## src/inc/pcs_pkg.sv

```systemverilog
`default_nettype none
package pcs_pkg;
  localparam int PCS_W         = 4;
  localparam int PCS_DEPTH     = 17;
  localparam int PCS_SP_W      = 5;
  localparam logic [4:0] OP_RESET      = 5'h00;
  localparam logic [4:0] OP_FETCH_PC   = 5'h01;
  localparam logic [4:0] OP_FETCH_R    = 5'h02;
  localparam logic [4:0] OP_FETCH_D    = 5'h03;
  localparam logic [4:0] OP_FETCH_RD   = 5'h04;
  localparam logic [4:0] OP_FETCH_PD   = 5'h05;
  localparam logic [4:0] OP_FETCH_PR   = 5'h06;
  localparam logic [4:0] OP_FETCH_SD   = 5'h07;
  localparam logic [4:0] OP_FETCH_PC_R = 5'h08;
  localparam logic [4:0] OP_FETCH_RD_R = 5'h09;
  localparam logic [4:0] OP_LOAD_R     = 5'h0A;
  localparam logic [4:0] OP_PUSH_PC    = 5'h0B;
  localparam logic [4:0] OP_PUSH_D     = 5'h0C;
  localparam logic [4:0] OP_POP_S      = 5'h0D;
  localparam logic [4:0] OP_POP_PC     = 5'h0E;
  localparam logic [4:0] OP_HOLD       = 5'h0F;
  localparam logic [4:0] OP_JMP_R      = 5'h10;
  localparam logic [4:0] OP_JMP_D      = 5'h11;
  localparam logic [4:0] OP_JMP_Z      = 5'h12;
  localparam logic [4:0] OP_JMP_RD     = 5'h13;
  localparam logic [4:0] OP_JMP_PD     = 5'h14;
  localparam logic [4:0] OP_JMP_PR     = 5'h15;
  localparam logic [4:0] OP_RET_S      = 5'h1C;
  localparam logic [4:0] OP_RET_SD     = 5'h1D;
  localparam logic [4:0] OP_COND_HOLD  = 5'h1E;
  localparam logic [4:0] OP_SUSPEND    = 5'h1F;
  localparam logic [4:0] SP_EMPTY      = 5'h00;
  localparam logic [4:0] SP_FULL       = 5'h11;
  // adder operand selects
  typedef enum logic [2:0] {
    PCS_SRC_ZERO = 3'h0,
    PCS_SRC_PC   = 3'h1,
    PCS_SRC_R    = 3'h2,
    PCS_SRC_D    = 3'h3,
    PCS_SRC_S    = 3'h4
  } pcs_src_t;
endpackage
`default_nettype wire

```

## src/inc/pcs_add_if.sv

```systemverilog
`timescale 1ns/1ps
`default_nettype none
// operands and result of the cascadable address adder
interface pcs_add_if #(parameter int W = 4);
  logic [W-1:0] a;
  logic [W-1:0] b;
  logic         cin;
  logic [W-1:0] sum;
  logic         cout;
  modport user (output a, output b, output cin, input sum, input cout);
  modport adder (input a, input b, input cin, output sum, output cout);
endinterface
`default_nettype wire

```

## src/hw/pcs_adder.sv

```systemverilog
`timescale 1ns/1ps
`default_nettype none
module pcs_adder #(
  parameter int W = 4
) (
  pcs_add_if.adder bus
);
  logic [W:0] full_sum;
  // full width sum keeps carry-out for slice cascading
  assign full_sum = {1'b0, bus.a} + {1'b0, bus.b} + {{W{1'b0}}, bus.cin};
  assign bus.sum  = full_sum[W-1:0];
  assign bus.cout = full_sum[W];
endmodule
`default_nettype wire

```

## src/hw/pcs_slice.sv

```systemverilog
`timescale 1ns/1ps
`default_nettype none
// Function
// gate high keeps address outputs unchanged
// gate high freezes counter, pointer, stack
// opcode 0: zero out, counter=carry, clear pointer
// opcodes 1-7: fetch sources, counter advances
// opcode 8: counter copied into auxiliary register
// opcode 9: register plus direct into register
// opcode 10: direct loads register unconditionally
// opcodes 11,12: push counter or direct
// opcodes 13,14: pop, output top or counter
// opcode 15: hold everything, drive counter
// failed condition behaves as fetch counter
// opcodes 16-21: conditional jumps load counter
// opcodes 22-27: calls push old counter
// opcodes 28,29: returns decrement pointer
// opcode 30: conditional hold
// opcode 31: suspend floats address outputs
// adder carries may ripple between slices
// low load enable loads register from direct
// pointer saturates; writes blocked when full
// empty and full flags, active low
// state changes only on rising clock
// four bits wide with cascade carries
module pcs_slice
  import pcs_pkg::*;
#(
  parameter int W     = PCS_W,
  parameter int DEPTH = PCS_DEPTH
) (
  input  wire logic         ref_clk_i,
  input  wire logic         rst_i,
  input  wire logic [4:0]   opcode_bits_i,
  input  wire logic         instruction_gate_n_i,
  input  wire logic         cond_code_n_i,
  input  wire logic         aux_load_enable_n_i,
  input  wire logic         output_enable_n_i,
  input  wire logic         counter_incr_carry_in_i,
  input  wire logic         adder_carry_in_i,
  input  wire logic [W-1:0] direct_i,
  output logic [W-1:0]      addr_o,
  output logic              addr_oe_o,
  output logic              adder_carry_out_o,
  output logic              counter_incr_carry_out_o,
  output logic              empty_n_o,
  output logic              full_n_o
);
  logic [W-1:0]  program_counter_reg;
  logic [W-1:0]  aux_reg;
  logic [4:0]    stack_pointer_reg;
  logic [W-1:0]  stack_mem [0:DEPTH];
  logic [W-1:0]  stack_top;
  logic [4:0]    op_eff;
  logic          gate_on;
  pcs_src_t      sel_a;
  pcs_src_t      sel_b;
  logic          use_cn;
  logic [W-1:0]  op_a;
  logic [W-1:0]  op_b;
  logic [W-1:0]  incr_src;
  logic [W:0]    incr_full;
  logic [W-1:0]  pc_next;
  logic          pc_load;
  logic          do_push;
  logic          do_pop;
  logic          do_reset;
  logic          push_pc_src;
  logic          stack_full;
  logic          stack_empty;
  logic [4:0]    wr_ptr;

  pcs_add_if #(.W(W)) add_bus ();

  pcs_adder #(.W(W)) u_adder (
    .bus (add_bus)
  );

  // failed condition on a conditional opcode degrades to fetch counter
  assign op_eff  = (opcode_bits_i[4] && cond_code_n_i) ? OP_FETCH_PC : opcode_bits_i;
  assign gate_on = !instruction_gate_n_i;
  assign stack_top = stack_mem[stack_pointer_reg];
  assign stack_full  = (stack_pointer_reg == SP_FULL);
  assign stack_empty = (stack_pointer_reg == SP_EMPTY);

  // operand selection; independent of the gate so address outputs never move with it
  always_comb begin
    sel_a  = PCS_SRC_PC;
    sel_b  = PCS_SRC_ZERO;
    use_cn = 1'b0;
    case (op_eff)
      OP_RESET: sel_a = PCS_SRC_ZERO;
      OP_FETCH_R, OP_JMP_R, 5'h16: sel_a = PCS_SRC_R;
      OP_FETCH_D, OP_JMP_D, 5'h17: sel_a = PCS_SRC_D;
      OP_JMP_Z, 5'h18: sel_a = PCS_SRC_ZERO;
      OP_FETCH_RD, OP_FETCH_RD_R, OP_JMP_RD, 5'h19: begin
        sel_a  = PCS_SRC_R;
        sel_b  = PCS_SRC_D;
        use_cn = 1'b1;
      end
      OP_FETCH_PD, OP_JMP_PD, 5'h1A: begin
        sel_b  = PCS_SRC_D;
        use_cn = 1'b1;
      end
      OP_FETCH_PR, OP_JMP_PR, 5'h1B: begin
        sel_b  = PCS_SRC_R;
        use_cn = 1'b1;
      end
      OP_FETCH_SD, OP_RET_SD: begin
        sel_a  = PCS_SRC_S;
        sel_b  = PCS_SRC_D;
        use_cn = 1'b1;
      end
      OP_POP_S, OP_RET_S: sel_a = PCS_SRC_S;
      default: sel_a = PCS_SRC_PC;
    endcase
  end

  function automatic logic [W-1:0] pick(input pcs_src_t s, input logic [W-1:0] pc,
                                        input logic [W-1:0] r, input logic [W-1:0] d,
                                        input logic [W-1:0] st);
    case (s)
      PCS_SRC_PC: pick = pc;
      PCS_SRC_R:  pick = r;
      PCS_SRC_D:  pick = d;
      PCS_SRC_S:  pick = st;
      default:    pick = '0;
    endcase
  endfunction

  assign op_a        = pick(sel_a, program_counter_reg, aux_reg, direct_i, stack_top);
  assign op_b        = pick(sel_b, program_counter_reg, aux_reg, direct_i, stack_top);
  assign add_bus.a   = op_a;
  assign add_bus.b   = op_b;
  assign add_bus.cin = use_cn & adder_carry_in_i;

  // incrementer steps the counter or the adder sum; its carry-out cascades
  // fetches step the old counter; reset, jumps, calls and returns step the target
  assign incr_src  = (op_eff[4] || op_eff == OP_RESET) ? add_bus.sum : program_counter_reg;
  assign incr_full = {1'b0, incr_src} + {{W{1'b0}}, counter_incr_carry_in_i};
  assign pc_next   = incr_full[W-1:0];
  assign counter_incr_carry_out_o = incr_full[W];
  assign adder_carry_out_o        = add_bus.cout;

  // stack and counter control decode
  always_comb begin
    pc_load     = 1'b1;
    do_push     = 1'b0;
    do_pop      = 1'b0;
    do_reset    = 1'b0;
    push_pc_src = 1'b1;
    case (op_eff)
      OP_RESET: do_reset = 1'b1;
      OP_PUSH_PC: do_push = 1'b1;
      OP_PUSH_D: begin
        do_push     = 1'b1;
        push_pc_src = 1'b0;
      end
      OP_POP_S, OP_POP_PC, OP_RET_S, OP_RET_SD: do_pop = 1'b1;
      OP_HOLD, OP_COND_HOLD, OP_SUSPEND: pc_load = 1'b0;
      5'h16, 5'h17, 5'h18, 5'h19, 5'h1A, 5'h1B: do_push = 1'b1;
      default: pc_load = 1'b1;
    endcase
  end

  // program counter; reset opcode yields zero plus carry via zero select
  always_ff @(posedge ref_clk_i) begin
    if (rst_i) begin
      program_counter_reg <= '0;
    end else if (gate_on && pc_load) begin
      program_counter_reg <= pc_next;
    end
  end

  // auxiliary register; opcode loads only while gate is low, load enable loads regardless of gate
  always_ff @(posedge ref_clk_i) begin
    if (rst_i) begin
      aux_reg <= '0;
    end else if (gate_on && op_eff == OP_FETCH_PC_R) begin
      aux_reg <= program_counter_reg;
    end else if (gate_on && op_eff == OP_FETCH_RD_R) begin
      aux_reg <= add_bus.sum;
    end else if ((gate_on && op_eff == OP_LOAD_R) || !aux_load_enable_n_i) begin
      aux_reg <= direct_i;
    end
  end

  // stack pointer saturates at both ends
  always_ff @(posedge ref_clk_i) begin
    if (rst_i) begin
      stack_pointer_reg <= SP_EMPTY;
    end else if (gate_on) begin
      if (do_reset) begin
        stack_pointer_reg <= SP_EMPTY;
      end else if (do_push && !stack_full) begin
        stack_pointer_reg <= stack_pointer_reg + 5'h01;
      end else if (do_pop && !stack_empty) begin
        stack_pointer_reg <= stack_pointer_reg - 5'h01;
      end
    end
  end

  // word 0 is the empty slot, so pushes write 1..17
  assign wr_ptr = stack_pointer_reg + 5'h01;
  always_ff @(posedge ref_clk_i) begin
    if (!rst_i && gate_on && do_push && !stack_full) begin
      stack_mem[wr_ptr] <= push_pc_src ? program_counter_reg : direct_i;
    end
  end

  // flags: full also during the push that fills
  assign empty_n_o = !stack_empty;
  assign full_n_o  = !(stack_full || (stack_pointer_reg == SP_FULL - 5'h01 && do_push && gate_on));

  // suspend floats outputs when its condition passes
  assign addr_o    = add_bus.sum;
  assign addr_oe_o = !output_enable_n_i && (op_eff != OP_SUSPEND);

  a_gate_hold: assert property (@(posedge ref_clk_i) disable iff (rst_i)
    instruction_gate_n_i |=> $stable(program_counter_reg) && $stable(stack_pointer_reg))
    else $error("state changed while gate high");
  a_reset_op: assert property (@(posedge ref_clk_i) disable iff (rst_i)
    (gate_on && opcode_bits_i == OP_RESET) |-> addr_o == '0 ##1 stack_pointer_reg == SP_EMPTY)
    else $error("reset opcode wrong");
  a_fetch_pc: assert property (@(posedge ref_clk_i) disable iff (rst_i)
    (gate_on && opcode_bits_i == OP_FETCH_PC) |-> addr_o == program_counter_reg
      ##1 program_counter_reg == $past(pc_next))
    else $error("fetch counter wrong");
  a_fail_cond: assert property (@(posedge ref_clk_i) disable iff (rst_i)
    (opcode_bits_i[4] && cond_code_n_i) |-> addr_o == program_counter_reg && addr_oe_o == !output_enable_n_i)
    else $error("failed condition not fetch");
  a_push_sp: assert property (@(posedge ref_clk_i) disable iff (rst_i)
    (gate_on && opcode_bits_i == OP_PUSH_D && !stack_full) |=>
      stack_pointer_reg == $past(stack_pointer_reg) + 5'h01 && stack_top == $past(direct_i))
    else $error("push failed");
  a_sp_limit: assert property (@(posedge ref_clk_i) disable iff (rst_i)
    stack_pointer_reg <= SP_FULL)
    else $error("pointer overflow");
  a_pop_empty: assert property (@(posedge ref_clk_i) disable iff (rst_i)
    (gate_on && do_pop && stack_empty) |=> stack_empty)
    else $error("pop below empty");
  a_suspend_z: assert property (@(posedge ref_clk_i) disable iff (rst_i)
    (opcode_bits_i == OP_SUSPEND && !cond_code_n_i) |-> !addr_oe_o)
    else $error("suspend drives outputs");
  a_aux_copy: assert property (@(posedge ref_clk_i) disable iff (rst_i)
    (gate_on && opcode_bits_i == OP_FETCH_PC_R) |=> aux_reg == $past(program_counter_reg))
    else $error("aux copy failed");
  a_hold_pc: assert property (@(posedge ref_clk_i) disable iff (rst_i)
    (gate_on && opcode_bits_i == OP_HOLD) |=> $stable(program_counter_reg))
    else $error("hold moved counter");

  c_push_full: cover property (@(posedge ref_clk_i) stack_full);
  c_call: cover property (@(posedge ref_clk_i) gate_on && !cond_code_n_i && opcode_bits_i == 5'h16);
  c_return: cover property (@(posedge ref_clk_i) gate_on && !cond_code_n_i && opcode_bits_i == OP_RET_S);
  c_suspend: cover property (@(posedge ref_clk_i) !cond_code_n_i && opcode_bits_i == OP_SUSPEND);
endmodule
`default_nettype wire

```

## config.mk

```make
export PLATFORM = sky130hd
export DESIGN_NAME = pcs_slice
export DESIGN_NICKNAME = d
export VERILOG_FILES = /design/src/inc/pcs_pkg.sv /design/src/inc/pcs_add_if.sv /design/src/hw/pcs_adder.sv /design/src/hw/pcs_slice.sv
export SDC_FILE = /design/constraint.sdc
export NUM_CORES = 1
export LEC_CHECK = 0
export ABC_AREA = 1
export BUFFER_PORTS_ARGS = -buffer_cell sky130_fd_sc_hd__buf_2
export CAP_MARGIN = 30
export CORE_UTILIZATION = 37
export CTS_CLUSTER_DIAMETER = 50
export CTS_CLUSTER_SIZE = 16
export DETAILED_ROUTE_END_ITERATION = 16
export SYNTH_ARGS = -nofsm -noshare
export SYNTH_HDL_FRONTEND = slang
export SYNTH_SLANG_ARGS = --single-unit
```

## constraint.sdc

```tcl
create_clock -name ref_clk_i -period 3.96 [get_ports ref_clk_i]
set_input_delay 0.792 -clock ref_clk_i [delete_from_list [all_inputs] [get_ports ref_clk_i]]
set_output_delay 0.792 -clock ref_clk_i [all_outputs]
set_load 0.05 [all_outputs]
```

* Word-level counts from Yosys, hierarchy flattened *
Memory sizes are Yosys's and may differ from the RTL's. A register that Yosys moved wholly into a read port is not among the register bits.
Index checks and enable logic that the tools add are counted.

word-level totals
  logic and storage cells = 112
  flip-flop bits (word level) = 13
  memories kept = 1
  output and inout bits = 9
  bits in writable memories = 72
  input bits = 17

memories
  name       words  width  rd ports  clocked after Yosys merged registers in  wr ports  RTL line         RTL
  stack_mem  18     4      1         1                                        1         pcs_slice.sv:52  logic [W-1:0] stack_mem [0:DEPTH];

operators by class
  multiplexer cells = 22
  bitwise logic cells = 2
  eq/ne operators = 41
  reductions and logical operators = 38
  $add $sub $neg = 5

operators by type and width
  cell                                                             count
  5-bit == test, second input constant                             18
  5-bit by 4-bit == test with 1-bit output, second input constant  8
  4-bit case mux with 4 select lines                               2
  5-bit 2-to-1 mux                                                 6
  5-bit by 3-bit == test with 1-bit output, second input constant  4
  4-bit 2-to-1 mux                                                 5
  1-bit logical AND                                                13
  3-bit by 2-bit == test with 1-bit output, second input constant  4
  3-bit case mux with 4 select lines                               1
  12-bit OR reduction                                              1
  3-bit OR reduction                                               4
  5-bit by 2-bit == test with 1-bit output, second input constant  2
  5-bit logical NOT                                                2
  9-bit OR reduction                                               1
  4-bit OR reduction                                               2
  8-bit OR reduction                                               1
  1-bit logical NOT                                                7
  1-bit 2-to-1 mux                                                 7
  7-bit OR reduction                                               1
  3-bit by 1-bit == test with 1-bit output, second input constant  2
  3-bit == test, second input constant                             2
  3-bit nonzero test                                               2
  4-bit by 1-bit adder with 5-bit output                           1
  4-bit by 4-bit adder with 5-bit output                           1
  9 further kinds                                                  11

* Longest topological paths before layout *
Gate-level depths: netlist of run 1.

  depth after elaboration = 11
  depth in mapped cells = 23
  mapped depth without buffers = 23

* Modules after synthesis *
From an unflattened synthesis of run 1, not the netlist that was laid out.

unflattened totals
  cells, all modules = 559
  area, all modules = 4764.6 µm²

by module, submodules not included
  module     area an instance (µm²)  cells an instance  instances  sequential area each (µm²)
  pcs_slice  4599.4                  534                1          2522.4
  pcs_adder  165.2                   25                 1          0.0

* Worst setup path before layout of run 1 *
No wires, ideal clock.

  path type = input-to-output
  start = in cond_code_n_i
  end = out counter_incr_carry_out_o
  arrival time = 4.961 ns
  stages on the path = 17
  required time = 3.168 ns
  path buffers = 0
  setup slack = -1.793 ns
  path through = nand2_2 > nand2_1 > nor2_2 > nand2_1 > nand2_1 > o21ai_0 > nand3b_1 > nor3_2 > nand2_1 > nand3_1 > fa_1 > fa_1 > xor2_1 > inv_1 > nand2_1 > o21ai_1 > nor3_1

on the way
  longest elaborated chain between the ends = 11
  elaborated cells between the ends (all ways) = 51
  classes of those cells = 3 x add/sub; 30 x eq/ne; 7 x mux; 1 x bitwise; 10 x reduce/logical

ends and longest elaborated chain
  what                                                                                             RTL line          RTL
  from (decl)                                                                                      pcs_slice.sv:36   input wire logic cond_code_n_i,
  1-bit logical AND *                                                                              pcs_slice.sv:80   assign op_eff = (opcode_bits_i[4] && cond_code_n_i) ? OP_FETCH_PC : opcode_bits_i;
  5-bit 2-to-1 mux *                                                                               pcs_slice.sv:80
  5-bit by 4-bit == test with 1-bit output (tied with other cells)                                 pcs_slice.sv:91   case (op_eff)
  7-bit OR reduction (no source line) (tied with other cells)                                      --
  3-bit case mux with 4 select lines / 2-bit case mux with 2 select lines (equally long branches)  pcs_slice.sv:91
  3-bit == test (tied with other cells)                                                            pcs_slice.sv:122  case (s)
  4-bit case mux with 4 select lines                                                               pcs_slice.sv:122
  4-bit by 4-bit adder with 5-bit output                                                           pcs_adder.sv:10   assign full_sum = {1'b0, bus.a} + {1'b0, bus.b} + {{W{1'b0}}, bus.cin};
  5-bit by 1-bit adder with 5-bit output *                                                         pcs_adder.sv:10
  named net addr_o[2]                                                                              pcs_slice.sv:42   output logic [W-1:0] addr_o,
  4-bit 2-to-1 mux *                                                                               pcs_slice.sv:139  assign incr_src = (op_eff[4] || op_eff == OP_RESET) ? add_bus.sum : program_counter_reg;
  4-bit by 1-bit adder with 5-bit output *                                                         pcs_slice.sv:140  assign incr_full = {1'b0, incr_src} + {{W{1'b0}}, counter_incr_carry_in_i};
  to (decl)                                                                                        pcs_slice.sv:45   output logic counter_incr_carry_out_o,

The timed path passes the listed nets; every way through them passes the cells marked *.

* Final worst setup path of run 1 *
  start = in opcode_bits_i[0]
  end = out counter_incr_carry_out_o

on the way
  longest elaborated chain between the ends = 10
  elaborated cells between the ends (all ways) = 50
  classes of those cells = 3 x add/sub; 30 x eq/ne; 7 x mux; 1 x bitwise; 9 x reduce/logical

ends and longest elaborated chain
  what                                                                                             RTL line          RTL
  from (decl)                                                                                      pcs_slice.sv:34   input wire logic [4:0] opcode_bits_i,
  5-bit 2-to-1 mux *                                                                               pcs_slice.sv:80
  5-bit by 4-bit == test with 1-bit output (tied with other cells)                                 pcs_slice.sv:91
  7-bit OR reduction (no source line) (tied with other cells)                                      --
  3-bit case mux with 4 select lines / 2-bit case mux with 2 select lines (equally long branches)  pcs_slice.sv:91
  3-bit == test (tied with other cells)                                                            pcs_slice.sv:122
  4-bit case mux with 4 select lines                                                               pcs_slice.sv:122
  4-bit by 4-bit adder with 5-bit output                                                           pcs_adder.sv:10
  5-bit by 1-bit adder with 5-bit output                                                           pcs_adder.sv:10
  4-bit 2-to-1 mux *                                                                               pcs_slice.sv:139
  4-bit by 1-bit adder with 5-bit output *                                                         pcs_slice.sv:140

Every way passes the cells marked *; elsewhere a longest branch is shown, timed or not.

==> results of run 1 <==
what timing repair did:
item                                   in CTS  in global routing
setup endpoints to repair                   5                  5
pin swaps                                  10                 14
resized for setup                          31                 28
gates cloned                                2                  0
endpoints found under the hold margin       0                  0
buffers inserted                            4                  1
hold buffers                                0                  0
path summary, 6_finish.rpt:
kind,start,end,slack [ns],depth (start not counted)
worst min-delay path,program_counter_reg[0]$_SDFFE_PP0P_,program_counter_reg[0]$_SDFFE_PP0P_,0.52,2
worst max register to register,flip-flop,program_counter_reg[3]$_SDFFE_PP0P_,0.63,23
worst max-delay path,opcode_bits_i[0],counter_incr_carry_out_o,-0.38,18
worst min register to register,program_counter_reg[0]$_SDFFE_PP0P_,program_counter_reg[0]$_SDFFE_PP0P_,0.52,2
where the power goes:
group / switching, mW / internal [mW]
sequential: 0.0266 / 1.05
clock: 0.355 / 0.552
combinational: 0.377 / 0.237
total: 0.758 / 1.84
placed cells by master (no fill, tap or decap), types with 3 or more instances in the layout:
cell type,count
buf_12,3
nand3_2,8
nor2_1,47
nand2_1,151
buf_2,16
buf_6,6
nor2_2,4
inv_2,5
ha_1,9
xor2_1,7
clkbuf_16,9
buf_4,62
inv_1,39
nand3_1,88
clkinv_2,3
o21ai_0,15
nor3_4,3
o21ai_1,7
nand2_2,12
o21ai_2,4
edfxtp_1,72
dfxtp_1,18
a21oi_1,18
nor2_4,3
nand3_4,4
cell type report:
| type | instances | area (um2) |
|---|---|---|
| clock buffer | 9 | 225 |
| clock inverter | 7 | 92.6 |
| fill | 1218 | 6390 |
| inverter | 47 | 193 |
| multi-input combinational | 407 | 2300 |
| sequential | 90 | 2520 |
| tap | 172 | 215 |
| timing repair buffer | 88 | 688 |
critical path: cells and delay by family:
family	cells	cell delay [ns]
fa+ha+maj	3	1.11
simple gates	8	0.83
buf+inv	5	0.52
compound gates	2	0.28
per-layer routing:
layer / global-route usage [%] / vias to the layer above
met5: 0 / -
met1: 24.8 / 1935
met2: 32.7 / 94
met3: 3.29 / 19
li1: - / 2053
met4: 7.53 / 0
stage by stage:
stage | worst slack (ns) | instances | hold WS (ns)
2_1_floorplan | -0.503 | 556 | 0.462
3_3_place_gp | -0.488 | 797 | 0.510
3_5_place_dp | -0.617 | 797 | 0.505
4_1_cts | -0.346 | 819 | 0.514
5_1_grt | -0.446 | 820 | 0.571
6_report | -0.376 | 820 | 0.520
cells by family (layout without fill, tap and decap cells):
kind of cell	count (synthesis)	in the layout	share of synthesized area, %
compound gates	57	57	6.58
xor+xnor	9	9	1.65
fa+ha+maj	13	13	3.72
buf+inv	61	151	4.85
flops	90	90	52.8
simple gates	326	328	30.4
==> flow_summary.yaml, run 1 <==
grt:
  grt_use_total_pct: 19.4
  grt_pass1_vias: 3950
  antenna_found_initial: 0
  grt_max_degree: 37
  grt-ovfl-total: 0
  grt_first_pass_wirelength_um: 19500
hold_path:
  hold_path_class: "reg2reg"
cells_and_area:
  nNetsFinal: 673
  drive_gt1_share_pct: 25.5
  fin_area_mm2: 0.00623
  fin_util_pct: 49.4
  syn2layout_area_growth_pct: 30.5
  largest_register_ffs: 72
  num_antenna_cells: 0
clock_network:
  cts_buffers: 9
  clk_pin_slew_ns: 0.06
  cts_sinks: 90
  cts_tree: "done"
  cts_root_buffer: "clkbuf_16"
  worstSkewPairLatency_ns: 0.34
  htreeDepth: 3
  clk_path_buf_depth: 2
routing:
  drt_iter0_drc: 320
  wirelength_um: 12200
  wl_met1_um: 5510
  routed-wl-met2_um: 5900
  routedWlPerCell_um: 14.8
  num_vias: 4101
  top_layer: "met4"
  post_drt_via_cell_ratio: 5.00
  wl_met3_um: 506
  dr.pass1.iters: 4
  ant_nets: 0
  route.detailed.drc: 0
timing:
  finalCritPeriodShare_pct: 109
  post-route-min-period_ns: 4.34
  rsz0062_at_grt: "yes"
  setup_viol: 3
  final.setup.worst_slack_ns: -0.376
  slew_viol_final: 0
  skew_ns: 0.00772
  worst_pin_slew_ns: 0.503
  relSlewSlack_pct: 66.4
  finalSetupTns_ns: -0.474
  finalHoldViolations: 0
  fmax_mhz: 231
worst_setup_path:
  slowest_stage: "fa_2"
  path_cells: "buf_2, buf_4, nand3_2, inv_2, nand3_4, o21ai_1, nor2_1, nand3_2, a22oi_2, nand3_2, fa_2, fa_2, nand2_1, nand2_2, ha_2, inv_2, nor3_4, buf_6"
  required_ns: 3.17
  arrival_ns: 3.54
  start_kind: "input port"
  end_kind: "output pin"
  cp_max_fo: 3
  cpMostUsedCell: "nand3_2"
  critical_path.max_stage_delay_ns: 0.57
  setup.worst_path.class: "in2out"
yosys:
  synth_cells: 556
  synth_area_leaders: "edfxtp_1 45%, nand2_1 12%, nand3_1 10%"
  synth_cell_types: 34
  synth_seq_area_share_pct: 52.8
  yosysWarnings: 0
  synth_edf_count: 72
  synth_top_area_cell: "edfxtp_1"
  synth_area_per_cell_um2: 8.59
  yosys.area.top_type_share_pct: 45.3
  yosysMostFrequentCell: "nand2_1"
  ys_seq_elements: 90
  syn_nets: 586
  synth_area_mm2: 0.00477
  synth_common_cells: "156 x nand2_1, 95 x nand3_1, 72 x edfxtp_1"
  synthArstFlopShare_pct: 0
  synth_ff_type: "edfxtp_1"
placement:
  placed_cell_area_mm2: 0.00563
  dp_hpwl_um: 8860
  gp_congestion: 0.877
  portBuffers: 25
status:
  failed_checks: "setup timing"
  status: "complete, but fails checks"
power:
  p_per_area_mw_per_mm2: 417
  peakVddDrop_v: 0.000178
  finalPower_mw: 2.60
  leakagePower_nw: 2.63
floorplan:
  rows: 41
  die_area_mm2: 0.0134
  die_h_um: 116
  core-area_mm2: 0.0126
  start_util_pct: 37.8
  boundaryPins: 26
  die_w_um: 116
flow_run:
  max_cap_viol_count: 0
Power figures use the tool's default switching activity.
==> run 2, diff against run 1 <==
--- a/config.mk
+++ b/config.mk
@@ -8,10 +8,11 @@
 export ABC_AREA = 1
 export BUFFER_PORTS_ARGS = -buffer_cell sky130_fd_sc_hd__buf_2
 export CAP_MARGIN = 30
-export CORE_UTILIZATION = 37
+export CORE_UTILIZATION = 50
 export CTS_CLUSTER_DIAMETER = 50
 export CTS_CLUSTER_SIZE = 16
 export DETAILED_ROUTE_END_ITERATION = 16
+export PLACE_DENSITY = 0.7
 export SYNTH_ARGS = -nofsm -noshare
 export SYNTH_HDL_FRONTEND = slang
 export SYNTH_SLANG_ARGS = --single-unit
==> run 2 against run 1 <==
Effect of this change:
- the run still ends with setup timing left
- register-to-register slack improved by 0.02 ns
- sequential power about the same
- clock-buffer cell count unchanged
- critical path depth decreased by 1
- first-iteration DRC count increased by 0.31%
- critical path type unchanged
- largest power group unchanged
- highest routed layer unchanged
==> flow_summary.yaml, run 2 (synthesis gave the netlist of run 1 again) <==
status:
  status: "complete, but fails checks"
  failed_checks: "setup timing"
cells_and_area:
  fin_area_mm2: 0.00615
  stdcell_count: 788
  drive_gt1_share_pct: 27.2
  layout_commonest_cell: "nand2_1"
  fillers: 735
  nNetsFinal: 684
  largest_register_ffs: 72
  num_antenna_cells: 0
  syn2layout_area_growth_pct: 28.8
  mostFrequentLayoutCells: "147 x nand2_1, 88 x nand3_1, 72 x edfxtp_1, 69 x buf_4, 47 x nor2_1"
clock_network:
  worstSkewPairLatency_ns: 0.36
  cts_tree: "done"
  cts_hold_buf: 0
  cts_buffers: 9
  htreeDepth: 3
  clk_path_buf_depth: 2
  cts_root_buffer: "clkbuf_8"
  clk_pin_slew_ns: 0.10
  cts_sinks: 90
worst_setup_path:
  start_kind: "input port"
  setup.worst_path.class: "in2out"
  timing.rr.end: "program_counter_reg[3]$_SDFFE_PP0P_"
  rrSetupSlack_ns: 0.65
  required_ns: 3.17
  arrival_ns: 3.54
  end_kind: "output pin"
  cp_max_fo: 6
  reg2regPathDepth: 23
hold_path:
  min_path_cells: 2
  hold_path_class: "reg2reg"
  holdPathEnd: "program_counter_reg[0]$_SDFFE_PP0P_"
  hold_path.startpoint: "program_counter_reg[0]$_SDFFE_PP0P_"
routing:
  routedWlPerCell_um: 15.3
  ant_nets: 0
  post_drt_via_cell_ratio: 5.35
  wirelength_um: 12000
  drt_iter0_drc: 321
  num_vias: 4214
  route.detailed.drc: 0
  dr.pass1.iters: 6
timing:
  slew_viol_final: 0
  worst_pin_slew_ns: 0.455
  rsz0062_at_grt: "yes"
  finalCritPeriodShare_pct: 109
  setup_viol: 5
  skew_ns: 0.0136
  relSlewSlack_pct: 69.6
  post-route-min-period_ns: 4.34
  fmax_mhz: 231
  finalHoldViolations: 0
  finalSetupTns_ns: -0.762
  final.setup.worst_slack_ns: -0.376
grt:
  grt_max_degree: 37
  grt-ovfl-total: 0
  antenna_found_initial: 0
  grt_first_pass_wirelength_um: 19000
  grt_pass1_vias: 3949
  grt_use_total_pct: 24.9
placement:
  dp_cells: 759
  dp_hpwl_um: 8540
  portBuffers: 25
  gp_congestion: 0.889
  placed_cell_area_mm2: 0.00561
floorplan:
  start_util_pct: 51.7
  die_w_um: 99.7
  die_h_um: 99.7
  die_area_mm2: 0.00994
  rows: 35
  core-area_mm2: 0.00924
  boundaryPins: 26
power:
  p_per_area_mw_per_mm2: 373
  leakagePower_nw: 2.64
  switching_share_pct: 32.8
  intPower_mw: 1.54
  comb_power_share_pct: 27.5
  seqPwrFrac_pct: 46.9
  p_clk_share_pct: 25.7
  p_sw_mw: 0.753
  peakVddDrop_v: 0.000221
flow_run:
  max_cap_viol_count: 0
[run 2: changes by cell type in the layout (fill, tap and decap cells not counted), moves of 4 or more]
cell / before / now
buf_4: 62 / 69
clkbuf_16: 9 / 0
clkbuf_8: 0 / 9
inv_6: 0 / 4
nand2_1: 151 / 147
[run 2: repair_timing]
| item | CTS | global route |
|---|---|---|
| pin swaps | 15 | 17 |
| gates cloned | 2 | 0 |
| endpoints found under the setup margin | 5 | 5 |
| buffers inserted | 6 | 5 |
| endpoints found under the hold margin | 0 | 0 |
| resized for setup | 39 | 30 |
[run 2: through the flow]
step | setup WS (ns) | util, % | hold WS (ns) | power (mW)
final | -0.376 | 66.6 | 0.533 | 2.29
after global routing | -0.484 | 66.6 | 0.571 | 2.40
after CTS | -0.287 | 64.9 | 0.526 | 2.26
after detailed placement | -0.581 | 60.7 | 0.512 | 1.65
after global placement | -0.492 | 60.7 | 0.512 | 1.64
after floorplan | -0.503 | - | 0.462 | 1.45
[run 2: final cells by class]
| class | instances | area, um2 | share of cell area, % |
|---|---|---|---|
| clock buffers | 9 | 124 | 2.01 |
| clock inverters | 7 | 60.1 | 0.977 |
| inverters | 47 | 196 | 3.19 |
| multi-input cells | 407 | 2300 | 37.4 |
| flip-flops and latches | 90 | 2520 | 41.0 |
| well taps | 129 | 161 | 2.62 |
| repair buffers | 99 | 783 | 12.7 |
[run 2: routing by layer]
| layer | up-vias | track usage, % | share of wire [%] |
|---|---|---|---|
| met1 | 1969 | 31.6 | 43 |
| met4 | 0 | 9.28 | 2.9 |
| li1 | 2077 | - | - |
| met5 | - | 0 | 0 |
| met3 | 38 | 3.51 | 4.4 |
| met2 | 130 | 43.2 | 50 |
[run 2: worst max path at each step]
stage / from / to / slack (ns) / cells past startpoint
2_1_floorplan: opcode_bits_i[4] / counter_incr_carry_out_o / -0.50 / 15
3_3_place_gp: opcode_bits_i[4] / counter_incr_carry_out_o / -0.49 / 17
3_5_place_dp: opcode_bits_i[4] / counter_incr_carry_out_o / -0.58 / 17
4_1_cts: opcode_bits_i[0] / counter_incr_carry_out_o / -0.29 / 17
5_1_grt: opcode_bits_i[3] / counter_incr_carry_out_o / -0.48 / 17
6_report: opcode_bits_i[3] / counter_incr_carry_out_o / -0.38 / 17
[run 2: power by group through the flow]
stage	Combinational, mW	Clock, mW	Sequential, mW
final	0.631	0.589	1.08
after global routing	0.682	0.639	1.08
after floorplan	0.363	0	1.08
after CTS	0.587	0.594	1.07
after global placement	0.547	0	1.10
after detailed placement	0.555	0	1.10
[run 2: critical path, stage by stage]
cell	delay, ns
buf_2	0.13
o21ai_4	0.24
buf_4	0.15
nand3_1	0.11
nand3_2	0.13
nand3b_1	0.15
nor3_2	0.06
nand2_1	0.09
nand3_2	0.10
fa_2	0.38
fa_2	0.60
nand2_1	0.07
nand2_2	0.08
ha_4	0.13
inv_2	0.04
nor3_4	0.11
buf_6	0.18
==> run 3, diff against run 2 <==
--- a/config.mk
+++ b/config.mk
@@ -8,11 +8,13 @@
 export ABC_AREA = 1
 export BUFFER_PORTS_ARGS = -buffer_cell sky130_fd_sc_hd__buf_2
 export CAP_MARGIN = 30
-export CORE_UTILIZATION = 50
+export CELL_PAD_IN_SITES_DETAIL_PLACEMENT = 0
+export CELL_PAD_IN_SITES_GLOBAL_PLACEMENT = 1
+export CORE_UTILIZATION = 42
 export CTS_CLUSTER_DIAMETER = 50
 export CTS_CLUSTER_SIZE = 16
 export DETAILED_ROUTE_END_ITERATION = 16
-export PLACE_DENSITY = 0.7
+export PLACE_DENSITY_LB_ADDON = 0.1
 export SYNTH_ARGS = -nofsm -noshare
 export SYNTH_HDL_FRONTEND = slang
 export SYNTH_SLANG_ARGS = --single-unit
==> run 3 against run 2 <==
Effect of this change:
- the flow still finishes with violations (setup timing)
- clock skew is 0.0054 ns lower
- die area grew 19%
- largest cell class unchanged
- non-clock buffer count is 16 lower
- cell area down 0.26%
- sequential share of layout area increased by 0.11 points
- clock power rose by 42%
- wire length grew 1.6%
- worst setup slack improved by 0.075 ns
- first-iteration DRC count fell by 25%
- hold slack worse by 0.0077 ns
- via count shrank 4.4%
- cell count is 0.76% lower
- highest routed layer unchanged
==> flow_summary.yaml, run 3 (synthesis gave the netlist of run 1 again) <==
floorplan:
  die_area_mm2: 0.0118
  die_h_um: 109
  start_util_pct: 43.7
  die_w_um: 109
  rows: 38
  core-area_mm2: 0.0109
  boundaryPins: 26
placement:
  post-place-ws_ns: -0.577
  dp_cells: 757
  gp_congestion: 0.830
  dp_hpwl_um: 8830
  placed_cell_area_mm2: 0.00553
  portBuffers: 25
worst_setup_path:
  timing.rr.end: "program_counter_reg[3]$_SDFFE_PP0P_"
  rrSetupSlack_ns: 0.64
  start_kind: "input port"
  cp_max_fo: 4
  required_ns: 3.17
  cpMostUsedCell: "nand2_1"
  reg2regPathDepth: 23
  arrival_ns: 3.47
  setup.worst_path.class: "in2out"
  end_kind: "output pin"
  critical_path.max_stage_delay_ns: 0.56
  path_cells: "clkbuf_4, inv_1, nand3_4, buf_4, nor2_1, nand2_1, nand3_2, nor3_2, nand2_1, nand3_2, fa_2, fa_2, nand2_1, nand2_2, ha_4, inv_2, nor3_4, buf_6"
  slowest_stage: "fa_2"
flow_run:
  max_cap_viol_count: 0
power:
  switching_share_pct: 30.8
  intPower_mw: 1.75
  finalPower_mw: 2.53
  peakVddDrop_v: 0.000255
  seqPwrFrac_pct: 42.4
  comb_power_share_pct: 24.6
  leakagePower_nw: 2.60
  p_sw_mw: 0.780
  p_per_area_mw_per_mm2: 413
  p_clk_share_pct: 33.1
timing:
  post-route-min-period_ns: 4.26
  skew_ns: 0.00824
  relSlewSlack_pct: 67.4
  finalSetupTns_ns: -0.382
  worst_pin_slew_ns: 0.488
  setup_viol: 2
  hold_slack_ns: 0.525
  final.setup.worst_slack_ns: -0.301
  rsz0062_at_grt: "yes"
  slew_viol_final: 0
  finalHoldViolations: 0
  finalCritPeriodShare_pct: 108
  fmax_mhz: 235
grt:
  grt_first_pass_wirelength_um: 19400
  grt_max_degree: 37
  grt_use_total_pct: 22.0
  antenna_found_initial: 0
  grt-ovfl-total: 0
  grt_pass1_vias: 3894
status:
  status: "complete, but fails checks"
  failed_checks: "setup timing"
cells_and_area:
  stdcell_count: 782
  nNetsFinal: 667
  num_antenna_cells: 0
  drive_gt1_share_pct: 24.5
  largest_register_ffs: 72
  fin_util_pct: 56.1
  fin_area_mm2: 0.00613
  syn2layout_area_growth_pct: 28.5
  mostFrequentLayoutCells: "151 x nand2_1, 87 x nand3_1, 72 x edfxtp_1, 52 x buf_4, 48 x nor2_1"
  layout_commonest_cell: "nand2_1"
clock_network:
  cts_buffers: 9
  clk_pin_slew_ns: 0.07
  cts_sinks: 90
  cts_tree: "done"
  worstSkewPairLatency_ns: 0.33
  clk_path_buf_depth: 2
  cts_hold_buf: 0
  htreeDepth: 3
  cts_root_buffer: "clkbuf_16"
routing:
  route.detailed.drc: 0
  num_vias: 4028
  ant_nets: 0
  post_drt_via_cell_ratio: 5.15
  drt_iter0_drc: 242
  routedWlPerCell_um: 15.6
  dr.pass1.iters: 7
  wl_met3_um: 475
  top_layer: "met4"
  wl_met1_um: 5300
  routed-wl-met2_um: 6130
  wirelength_um: 12200
hold_path:
  holdPathEnd: "program_counter_reg[0]$_SDFFE_PP0P_"
  min_path_cells: 2
  hold_path.startpoint: "program_counter_reg[0]$_SDFFE_PP0P_"
  hold_path_class: "reg2reg"
run 3: worst max-delay path, delay by kind of cell:
family                   cells  cell delay [ns]
AND/OR/NAND/NOR             10             0.96
adder cells (fa/ha/maj)      3             1.11
buffers and inverters        5             0.62
run 3: cell type report:
class,instances,area [um2]
fill,1027,4800
multi-input combinational,406,2270
tap,140,175
inverter,47,191
sequential,90,2520
clock inverter,6,56.3
timing repair buffer,83,682
clock buffer,10,239
run 3: worst max-delay path by stage:
| stage | startpoint | cells after the start | to | slack (ns) |
|---|---|---|---|---|
| 2_1_floorplan | opcode_bits_i[4] | 15 | counter_incr_carry_out_o | -0.50 |
| 3_3_place_gp | opcode_bits_i[4] | 18 | counter_incr_carry_out_o | -0.50 |
| 3_5_place_dp | opcode_bits_i[4] | 18 | counter_incr_carry_out_o | -0.58 |
| 4_1_cts | cond_code_n_i | 16 | counter_incr_carry_out_o | -0.32 |
| 5_1_grt | opcode_bits_i[2] | 17 | counter_incr_carry_out_o | -0.47 |
| 6_report | opcode_bits_i[3] | 18 | counter_incr_carry_out_o | -0.30 |
run 3: power by group through the flow:
| stage | registers, mW | clock network (mW) | logic, mW |
|---|---|---|---|
| floorplan | 1.08 | 0 | 0.363 |
| global route | 1.07 | 0.887 | 0.682 |
| detailed placement | 1.09 | 0 | 0.548 |
| global placement | 1.09 | 0 | 0.542 |
| CTS | 1.07 | 0.849 | 0.582 |
| finish | 1.07 | 0.837 | 0.622 |
run 3: layer usage:
layer,up-vias,GRT usage [%]
li1,2046,-
met1,1865,27.9
met2,96,37.9
met3,21,3.17
met4,0,8.78
met5,-,0
run 3: timing repair:
item / in CTS / in global routing
resized for setup: 20 / 40
setup endpoints to repair: 5 / 5
cloned: 0 / 1
buffers inserted: 5 / 4
endpoints found under the hold margin: 0 / 0
pin swaps: 2 / 18
